`src/tpiu_pkg.sv`:
```
package tpiu_pkg;

    // *****************************************
    // Register byte offsets
    // *****************************************
    localparam logic [7:0] OFS_MODE = 8'h00;
    localparam logic [7:0] OFS_CNT1 = 8'h04;
    localparam logic [7:0] OFS_PRE1 = 8'h08;
    localparam logic [7:0] OFS_CNT0 = 8'h0c;
    localparam logic [7:0] OFS_PRE0 = 8'h10;
    localparam logic [7:0] OFS_PRIO = 8'h14;
    localparam logic [7:0] OFS_REQ  = 8'h18;
    localparam logic [7:0] OFS_MASK = 8'h1c;

    // *****************************************
    // Field positions
    // *****************************************
    localparam int MB_LOAD0  = 0;
    localparam int MB_RUN0   = 1;
    localparam int MB_LOAD1  = 2;
    localparam int MB_RUN1   = 3;
    localparam int MB_TIN_LO = 4;
    localparam int MB_TIN_HI = 5;
    localparam int PB_CONT   = 0;
    localparam int PB_INT    = 1;
    localparam int PB_DIV_LO = 2;
    localparam int PB_DIV_HI = 7;
    localparam int MK_GLOBAL = 7;
    localparam int NSRC      = 6;

    // Request source indices
    localparam int SRC_FALL_B = 0;
    localparam int SRC_FALL_C = 1;
    localparam int SRC_FALL_A = 2;
    localparam int SRC_RISE_B = 3;
    localparam int SRC_T0     = 4;
    localparam int SRC_T1     = 5;

    // *****************************************
    // Reset values and counts
    // *****************************************
    localparam logic [7:0]  MODE_RST  = 8'h00;
    localparam logic [7:0]  BYTE_RST  = 8'h00;
    localparam logic [2:0]  PRIO_RST  = 3'h0;
    localparam logic [5:0]  REQ_RST   = 6'h00;
    localparam logic [31:0] RD_ZERO   = 32'h0000_0000;
    localparam logic [1:0]  DIV4_LAST = 2'h3;
    localparam logic [5:0]  PRE_TERM  = 6'h01;
    localparam logic [7:0]  CNT_TERM  = 8'h01;
    localparam logic [7:0]  CNT_ZERO  = 8'h00;
    localparam logic [3:0]  NSRC_W    = 4'h6;

    typedef enum logic [1:0] {
        TIN_EXTCLK = 2'h0,
        TIN_GATE   = 2'h1,
        TIN_TRIG   = 2'h2,
        TIN_RETRIG = 2'h3
    } tpiu_tin_e;

    typedef enum logic [1:0] {
        TS_IDLE = 2'b01,
        TS_RUN  = 2'b10
    } tpiu_tstate_e;

endpackage : tpiu_pkg

```
`src/tpiu_tmr_if.sv`:
```
`timescale 1ns/1ns
interface tpiu_tmr_if;
    logic       tick;
    logic       load;
    logic       run;
    logic       cont;
    logic [7:0] init_val;
    logic [5:0] pre_val;
    logic [7:0] count;
    logic       busy;
    logic       eoc;

    modport ctl (output tick, load, run, cont, init_val, pre_val,
                 input count, busy, eoc);
    modport tmr (input tick, load, run, cont, init_val, pre_val,
                 output count, busy, eoc);
endinterface : tpiu_tmr_if

```
`src/tpiu_timer.sv`:
```
`timescale 1ns/1ns
module tpiu_timer
    import tpiu_pkg::*;
(
    input wire logic clk,
    input wire logic arst_n,
    tpiu_tmr_if.tmr  bus
);

    tpiu_tstate_e state_ff;
    tpiu_tstate_e nxt_state;
    logic [7:0]   cnt_ff;
    logic [7:0]   nxt_cnt;
    logic [5:0]   pre_ff;
    logic [5:0]   nxt_pre;
    logic         eoc_ff;
    logic         nxt_eoc;

    // *****************************************
    // Prescaler and down counter
    // *****************************************
    always_comb
    begin
        nxt_state = state_ff;
        nxt_cnt   = cnt_ff;
        nxt_pre   = pre_ff;
        nxt_eoc   = 1'b0;
        if (bus.load)
        begin
            nxt_cnt   = bus.init_val;
            nxt_pre   = bus.pre_val;
            nxt_state = TS_RUN;
        end
        else
        begin
            unique case (state_ff)
                TS_IDLE: nxt_state = TS_IDLE;
                TS_RUN:
                begin
                    if (bus.run && bus.tick)
                    begin
                        if (pre_ff == PRE_TERM)
                        begin
                            nxt_pre = bus.pre_val;
                            if (cnt_ff == CNT_TERM)
                            begin
                                nxt_eoc = 1'b1;
                                if (bus.cont)
                                    nxt_cnt = bus.init_val;
                                else
                                begin
                                    nxt_cnt   = CNT_ZERO;
                                    nxt_state = TS_IDLE;
                                end
                            end
                            else
                                nxt_cnt = cnt_ff - CNT_TERM;
                        end
                        else
                            nxt_pre = pre_ff - PRE_TERM;
                    end
                end
                default: nxt_state = TS_IDLE;
            endcase
        end
    end

    always_ff @(posedge clk or negedge arst_n)
    begin
        if (!arst_n)
        begin
            state_ff <= TS_IDLE;
            cnt_ff   <= CNT_ZERO;
            pre_ff   <= PRE_TERM;
            eoc_ff   <= 1'b0;
        end
        else
        begin
            state_ff <= nxt_state;
            cnt_ff   <= nxt_cnt;
            pre_ff   <= nxt_pre;
            eoc_ff   <= nxt_eoc;
        end
    end

    assign bus.count = cnt_ff;
    assign bus.busy  = (state_ff == TS_RUN);
    assign bus.eoc   = eoc_ff;
endmodule : tpiu_timer

```
`src/tpiu_top.sv`:
```
// Summary of operation
// - Two 8-bit timers, own 6-bit prescalers
// - Timer one prescaler may use external clock
// - Prescaler divides by 1 through 64
// - Counter decrements per prescaler end, span 1-256
// - Both at end raise timer request
// - Start, stop, continue, or restart from initial
// - Single-pass halts; continuous reloads and continues
// - Counts readable undisturbed; prescalers write-only
// - Timer one source: clock/4 or pin
// - Pin acts as clock, triggers, or gate
// - Six sources: edges and timer ends
// - Mask per source plus global enable
// - Programmable priority picks among pending requests
// - Grant disables interrupts and vectors core
// - Vector pair holds 16-bit routine address
// - Vector pairs 0,1 through 10,11 per source
// - Timers and edges run while halted
`timescale 1ns/1ns
module tpiu_top
    import tpiu_pkg::*;
(
    input  wire logic        clk,
    input  wire logic        arst_n,
    input  wire logic [7:0]  avs_address,
    input  wire logic        avs_read,
    input  wire logic        avs_write,
    input  wire logic [31:0] avs_writedata,
    output logic      [31:0] avs_readdata,
    output logic             avs_waitrequest,
    input  wire logic        port_in_first,
    input  wire logic        port_in_second,
    input  wire logic        port_in_third,
    input  wire logic        int_ack,
    output logic             int_req,
    output logic      [3:0]  int_vector
);

    // *****************************************
    // Declarations
    // *****************************************
    logic        wait_ff, nxt_wait;
    logic [31:0] rdata_ff, nxt_rdata;
    logic [7:0]  mode_ff, nxt_mode;
    logic        load0_ff, nxt_load0;
    logic        load1_ff, nxt_load1;
    logic [7:0]  init0_ff, nxt_init0;
    logic [7:0]  init1_ff, nxt_init1;
    logic [7:0]  pre0_ff, nxt_pre0;
    logic [7:0]  pre1_ff, nxt_pre1;
    logic [2:0]  prio_ff, nxt_prio;
    logic [5:0]  req_ff, nxt_req;
    logic [7:0]  mask_ff, nxt_mask;
    logic        ireq_ff, nxt_ireq;
    logic [2:0]  sel_ff, nxt_sel;
    logic [2:0]  prev_ff;
    logic [1:0]  div_ff;
    logic        wr_go;
    logic        tick4;
    logic        fall_a, fall_b, fall_c, rise_b;
    logic [5:0]  set_req;
    logic [5:0]  pend;
    logic        found;
    logic [2:0]  pick;
    logic [3:0]  idx;
    tpiu_tin_e   tin_mode;
    logic        t1_ext;

    tpiu_tmr_if t0_if ();
    tpiu_tmr_if t1_if ();

    // *****************************************
    // Avalon slave: one wait cycle
    // *****************************************
    assign wr_go = avs_write && !wait_ff;

    always_comb
    begin
        nxt_wait  = 1'b1;
        nxt_rdata = rdata_ff;
        if ((avs_read || avs_write) && wait_ff)
        begin
            nxt_wait  = 1'b0;
            nxt_rdata = RD_ZERO;
            unique case (avs_address)
                OFS_MODE: nxt_rdata[7:0] = mode_ff;
                OFS_CNT1: nxt_rdata[7:0] = t1_if.count;
                OFS_CNT0: nxt_rdata[7:0] = t0_if.count;
                OFS_REQ:  nxt_rdata[5:0] = req_ff;
                OFS_MASK: nxt_rdata[7:0] = mask_ff;
                default:  nxt_rdata = RD_ZERO;
            endcase
        end
    end

    // *****************************************
    // Timer control registers
    // *****************************************
    always_comb
    begin
        nxt_mode  = mode_ff;
        nxt_load0 = 1'b0;
        nxt_load1 = 1'b0;
        nxt_init0 = init0_ff;
        nxt_init1 = init1_ff;
        nxt_pre0  = pre0_ff;
        nxt_pre1  = pre1_ff;
        nxt_prio  = prio_ff;
        if (wr_go)
        begin
            unique case (avs_address)
                OFS_MODE:
                begin
                    nxt_mode           = avs_writedata[7:0];
                    nxt_mode[MB_LOAD0] = 1'b0;
                    nxt_mode[MB_LOAD1] = 1'b0;
                    nxt_load0 = avs_writedata[MB_LOAD0];
                    nxt_load1 = avs_writedata[MB_LOAD1];
                end
                OFS_CNT1: nxt_init1 = avs_writedata[7:0];
                OFS_CNT0: nxt_init0 = avs_writedata[7:0];
                OFS_PRE1: nxt_pre1  = avs_writedata[7:0];
                OFS_PRE0: nxt_pre0  = avs_writedata[7:0];
                OFS_PRIO: nxt_prio  = avs_writedata[2:0];
                default:  nxt_mode  = mode_ff;
            endcase
        end
    end

    // *****************************************
    // Timer sources and hookup
    // *****************************************
    assign tick4    = (div_ff == DIV4_LAST);
    assign fall_a   = prev_ff[0] && !port_in_first;
    assign fall_b   = prev_ff[1] && !port_in_second;
    assign rise_b   = !prev_ff[1] && port_in_second;
    assign fall_c   = prev_ff[2] && !port_in_third;
    assign tin_mode = tpiu_tin_e'(mode_ff[MB_TIN_HI:MB_TIN_LO]);
    assign t1_ext   = !pre1_ff[PB_INT];

    assign t0_if.tick     = tick4;
    assign t0_if.load     = load0_ff;
    assign t0_if.run      = mode_ff[MB_RUN0];
    assign t0_if.cont     = pre0_ff[PB_CONT];
    assign t0_if.init_val = init0_ff;
    assign t0_if.pre_val  = pre0_ff[PB_DIV_HI:PB_DIV_LO];

    // External clock, gate, or triggered internal clock
    assign t1_if.tick = (t1_ext && tin_mode == TIN_EXTCLK) ? fall_a
                      : tick4 && (tin_mode != TIN_GATE || port_in_first);
    assign t1_if.load = load1_ff || (fall_a && (tin_mode == TIN_RETRIG
                      || (tin_mode == TIN_TRIG && !t1_if.busy)));
    assign t1_if.run      = mode_ff[MB_RUN1];
    assign t1_if.cont     = pre1_ff[PB_CONT];
    assign t1_if.init_val = init1_ff;
    assign t1_if.pre_val  = pre1_ff[PB_DIV_HI:PB_DIV_LO];

    tpiu_timer u_timer_zero (
        .clk    (clk),
        .arst_n (arst_n),
        .bus    (t0_if)
    );

    tpiu_timer u_timer_one (
        .clk    (clk),
        .arst_n (arst_n),
        .bus    (t1_if)
    );

    // *****************************************
    // Interrupt requests, mask, priority
    // *****************************************
    always_comb
    begin
        set_req             = REQ_RST;
        set_req[SRC_FALL_B] = fall_b;
        set_req[SRC_FALL_C] = fall_c;
        set_req[SRC_FALL_A] = fall_a;
        set_req[SRC_RISE_B] = rise_b;
        set_req[SRC_T0]     = t0_if.eoc;
        set_req[SRC_T1]     = t1_if.eoc;
        pend = req_ff & mask_ff[NSRC-1:0];
        found = 1'b0;
        pick  = 3'h0;
        // Round from the programmed top source
        for (int k = 0; k < NSRC; k++)
        begin
            idx = {1'b0, (prio_ff < NSRC_W[2:0]) ? prio_ff : PRIO_RST}
                + 4'(k);
            if (idx >= NSRC_W)
                idx = idx - NSRC_W;
            if (!found && pend[idx[2:0]])
            begin
                found = 1'b1;
                pick  = idx[2:0];
            end
        end
    end

    always_comb
    begin
        nxt_req  = req_ff;
        nxt_mask = mask_ff;
        if (wr_go && avs_address == OFS_REQ)
            nxt_req = avs_writedata[5:0];
        if (wr_go && avs_address == OFS_MASK)
            nxt_mask = avs_writedata[7:0];
        if (int_ack && ireq_ff)
        begin
            nxt_req[sel_ff]     = 1'b0;
            nxt_mask[MK_GLOBAL] = 1'b0;
        end
        nxt_req  = nxt_req | set_req;
        nxt_ireq = found && mask_ff[MK_GLOBAL] && !(int_ack && ireq_ff);
        nxt_sel  = pick;
    end

    // *****************************************
    // Registers
    // *****************************************
    always_ff @(posedge clk or negedge arst_n)
    begin
        if (!arst_n)
        begin
            wait_ff  <= 1'b1;
            rdata_ff <= RD_ZERO;
            mode_ff  <= MODE_RST;
            load0_ff <= 1'b0;
            load1_ff <= 1'b0;
            init0_ff <= BYTE_RST;
            init1_ff <= BYTE_RST;
            pre0_ff  <= BYTE_RST;
            pre1_ff  <= BYTE_RST;
            prio_ff  <= PRIO_RST;
            req_ff   <= REQ_RST;
            mask_ff  <= BYTE_RST;
            ireq_ff  <= 1'b0;
            sel_ff   <= PRIO_RST;
            prev_ff  <= 3'h7;
            div_ff   <= 2'h0;
        end
        else
        begin
            wait_ff  <= nxt_wait;
            rdata_ff <= nxt_rdata;
            mode_ff  <= nxt_mode;
            load0_ff <= nxt_load0;
            load1_ff <= nxt_load1;
            init0_ff <= nxt_init0;
            init1_ff <= nxt_init1;
            pre0_ff  <= nxt_pre0;
            pre1_ff  <= nxt_pre1;
            prio_ff  <= nxt_prio;
            req_ff   <= nxt_req;
            mask_ff  <= nxt_mask;
            ireq_ff  <= nxt_ireq;
            sel_ff   <= nxt_sel;
            prev_ff  <= {port_in_third, port_in_second, port_in_first};
            div_ff   <= div_ff + 2'h1;
        end
    end

    assign avs_readdata    = rdata_ff;
    assign avs_waitrequest = wait_ff;
    assign int_req         = ireq_ff;
    assign int_vector      = {sel_ff, 1'b0};
endmodule : tpiu_top

```
`config.mk`:
```
export PLATFORM = sky130hd
export DESIGN_NAME = tpiu_top
export DESIGN_NICKNAME = d
export VERILOG_FILES = /design/src/tpiu_pkg.sv /design/src/tpiu_tmr_if.sv /design/src/tpiu_timer.sv /design/src/tpiu_top.sv
export SDC_FILE = /design/constraint.sdc
export NUM_CORES = 1
export LEC_CHECK = 0
export CAP_MARGIN = 0
export CORE_MARGIN = 8
export CORE_UTILIZATION = 64
export CTS_BUF_LIST = sky130_fd_sc_hd__clkbuf_16
export CTS_CLUSTER_SIZE = 40
export DETAILED_ROUTE_END_ITERATION = 16
export DONT_BUFFER_PORTS = 1
export PLACE_DENSITY = 0.8
export SLEW_MARGIN = 10
export SYNTH_ARGS = -nofsm -noshare
export SYNTH_HDL_FRONTEND = slang
export SYNTH_SLANG_ARGS = --single-unit
export TNS_END_PERCENT = 5
```
`constraint.sdc`:
```
create_clock -name clk -period 3.77 [get_ports clk]
set_input_delay 0.5655 -clock clk [delete_from_list [all_inputs] [get_ports clk]]
set_output_delay 0.5655 -clock clk [all_outputs]
set_load 0.01 [all_outputs]
```
==> metrics.cfg <==
[pwr]
seqPwrFrac_pct=51.6
leakage_nw=3.04
power_density_mw_per_mm2=366
p_int_w=0.00177
swShare_pct=26.9
vdd.ir_drop.worst_mv=0.313
p_switching_w=0.000649
pwr-share-comb_pct=11.8
p_total_w=0.00242
power_frac_clock_pct=36.6

[grt]
grt_pass1_vias=4794
antenna_found_initial=0
grt_max_degree=101
grtUsageTotal_pct=23.7
grt_pass1_wl_mm=24.7
grt_overflow=0

[timing]
clock.fmax_ghz=0.290
clock_skew_ps=10.1
setup_viol=0
fin_crit_sh_pct=91.6
fin_tns_setup_ps=0
maxSlewViolCount=0
fin_crit_ps=3450
max_slew.worst_pin.slew_ps=924
hold_viol_final=0
rsz0062_at_grt=no
slew_headroom_pct=38.4

[synth]
synth_top_area_share_pct=39.7
yosys.area.top_type=dfrtp_1
netlist_top_cells_area=dfrtp_1 (40%), mux2_2 (8.9%), o21ai_0 (4.1%)
synthMuxAreaShare_pct=12.7
synth-main-ff-cell=dfrtp_1
netlist_instances=634
synth-simple-area-share_pct=15.6
synth-xor-area-share_pct=0.278
ys_ff_latch=108
synth.distinct_cells=79
postSynthAreaPerCell_um2=9.95
synth_compound_area_share_pct=18.6
synth_top_family_by_area=compound AO/OA/AOI/OAI gates
yosys_warnings=0
synth_area_mm2=0.00631
synth-edff-count=0
ys_async_sr_fraction_pct=100
synthAdderAreaFrac_pct=3.57
ys_seq_area_share_pct=43.0

[cts]
post_cts_buffers=0
tritoncts=built
path_clk_slew_ps=70
clk_path_buf_depth=2
numClockSinks=108
clock_latency_ps=340
cts_buffers=9
cts.htree.levels=3
cts-root-buf=clkbuf_16

[finish]
layout_commonest_cell=dfrtp_1
seqCellArea_mm2=0.00271
mostFrequentLayoutCells=dfrtp_1 (100), nand2_1 (56), o21ai_0 (52), mux2_2 (50), nor2_1 (43)
final_layout_size_suffix_gt1_share_pct=15.5
multi_input_area_mm2=0.00330
fill_cells=763
finalNonFillerCells=766
n_antenna_cell=0
syn2layout_area_growth_pct=4.52
final_area_mm2=0.00659
fin_nets=694

[critical_path]
worst_path_max_delay_cell=dfrtp_1
max_stage_delay_ps=470
critical_path_class=flop to flop
cp_data_required_time_ps=4000
cpMostUsedCell=ha_1
worstPathCellList=ha_1 -> and2b_4 -> ha_1 -> inv_1 -> ha_1 -> a22oi_1 -> xor2_1 -> mux2_2 -> o22a_1 -> o31ai_1 -> a32oi_1 -> o21bai_1
critPathMaxFanout=15
endpoint_kind=flop
start_kind=flop
worstPathArrival_ps=3680

[route]
ant_nets=0
drt_iter0_drc=444
drc=0
finalWirelength_mm=15.4
vias_per_cell=6.58
dr_total_vias=5037
wl_per_cell_um=20.2
dr.pass1.iters=6

[placed_design]
port_buffers=0
hpwl_mm=11.1
dp_cells=749
place_congestion=0.933
place_area_mm2=0.00629

[floorplan]
core_mm2=0.00968
die-area_mm2=0.0133
fp.dieW_um=115
start_util_pct=65.1
die_y_um=115
rows=36
num_io_pins=86

[min_path]
hp-class=input pin to asynchronous set/reset pin

[status]
outcome=completed

[run]
maxCapViolCount=0

-- Yosys cell counts (5+ instances only) --
cell type / instances
ha_1: 18
a31oi_1: 6
nor4_1: 8
nand2b_1: 12
a21oi_1: 30
mux2_2: 50
o21ai_0: 52
inv_1: 25
nand2_1: 56
nor2b_1: 8
o22ai_1: 6
a211oi_1: 8
buf_4: 25
and2_1: 5
clkbuf_1: 12
a221oi_1: 5
nand3_1: 16
a32oi_1: 13
dfrtp_1: 100
nor2_1: 43
nor3_1: 13
mux2i_1: 18
dfstp_2: 8
-- area by class of cell --
| cell class | count | area share, % |
|---|---|---|
| multi-input cells | 480 | 50.0 |
| flip-flops and latches | 108 | 41.2 |
| clock buffers | 9 | 3.42 |
| well taps | 133 | 2.52 |
| inverters | 26 | 1.48 |
| clock inverters | 7 | 0.778 |
| repair buffers | 3 | 0.645 |
-- kinds of logic after synthesis --
family / count (synthesis)
other: 1
AO/OA/AOI/OAI: 171
AND/OR/NAND/NOR: 193
XOR/XNOR: 2
multiplexers: 71
flip-flops: 108
buffers and inverters: 70
adder cells (fa/ha/maj): 18
-- what timing repair did --
item,4_1_cts,5_1_grt
hold buffers,1,0
hold endpoints to repair,100,0
resized for setup,0,0
-- per-stage QoR --
stage	setup WS, ps	utilization, %	hold WS, ps
6_report	317	68.1	57.1
5_1_grt	58.9	68.1	38.7
4_1_cts	367	68.1	51.8
3_5_place_dp	379	64.9	275
3_3_place_gp	424	64.9	274
2_1_floorplan	651	-	270
-- routing by layer --
layer	vias up	global-route usage, %	part of all wire [%]	wire (µm)
met3	24	5.93	9.4	1450
met4	0	6.22	1.6	254
met1	2502	31.0	41	6310
met2	239	38.4	48	7430
met5	-	0	0	0
li1	2272	-	-	-
-- power by group through the flow --
| stage | logic (W) | clock network (W) | registers, W |
|---|---|---|---|
| detailed placement | 0.000256 | 0 | 0.00127 |
| global placement | 0.000246 | 0 | 0.00127 |
| global route | 0.000320 | 0.000954 | 0.00125 |
| finish | 0.000285 | 0.000883 | 0.00125 |
| floorplan | 0.000240 | 0 | 0.00125 |
| CTS | 0.000282 | 0.000897 | 0.00125 |
-- final timing paths --
| path | startpoint | endpoint | slack (ps) | cells after the start |
|---|---|---|---|---|
| max in group asynchronous | arst_n | avs_readdata[7] | 3260 | 1 |
| worst max-delay path | prio_ff[1] | sel_ff[2] | 320 | 12 |
| worst max register to register | prio_ff[1] | sel_ff[2] | 320 | 12 |
| worst min-delay path | arst_n | avs_waitrequest | 60 | 0 |
| worst min register to register | div_ff[0] | div_ff[0] | 420 | 1 |
| min in group clk | port_in_third | prev_ff[2] | 210 | 0 |
-- state kept, by name, summed over array words and instances, names as in the netlist, 6 cells and up --
name                    flops
avs_readdata                8
init1_ff                    8
pre0_ff                     7
mask_ff                     8
u_timer_one.bus.count       8
u_timer_zero.pre_ff         6
req_ff                      6
pre1_ff                     8
u_timer_zero.bus.count      8
mode_ff                     6
init0_ff                    8
u_timer_one.pre_ff          6
-- critical path: cells and delay by family, from the launching register on --
| kind | cells | cell delay, ps |
|---|---|---|
| compound gates | 5 | 930 |
| xor+xnor | 1 | 300 |
| fa+ha+maj | 3 | 830 |
| buf+inv | 1 | 40 |
| flops | 1 | 470 |
| mux | 1 | 370 |
| simple gates | 1 | 410 |
(Power assumes the default switching activity.)
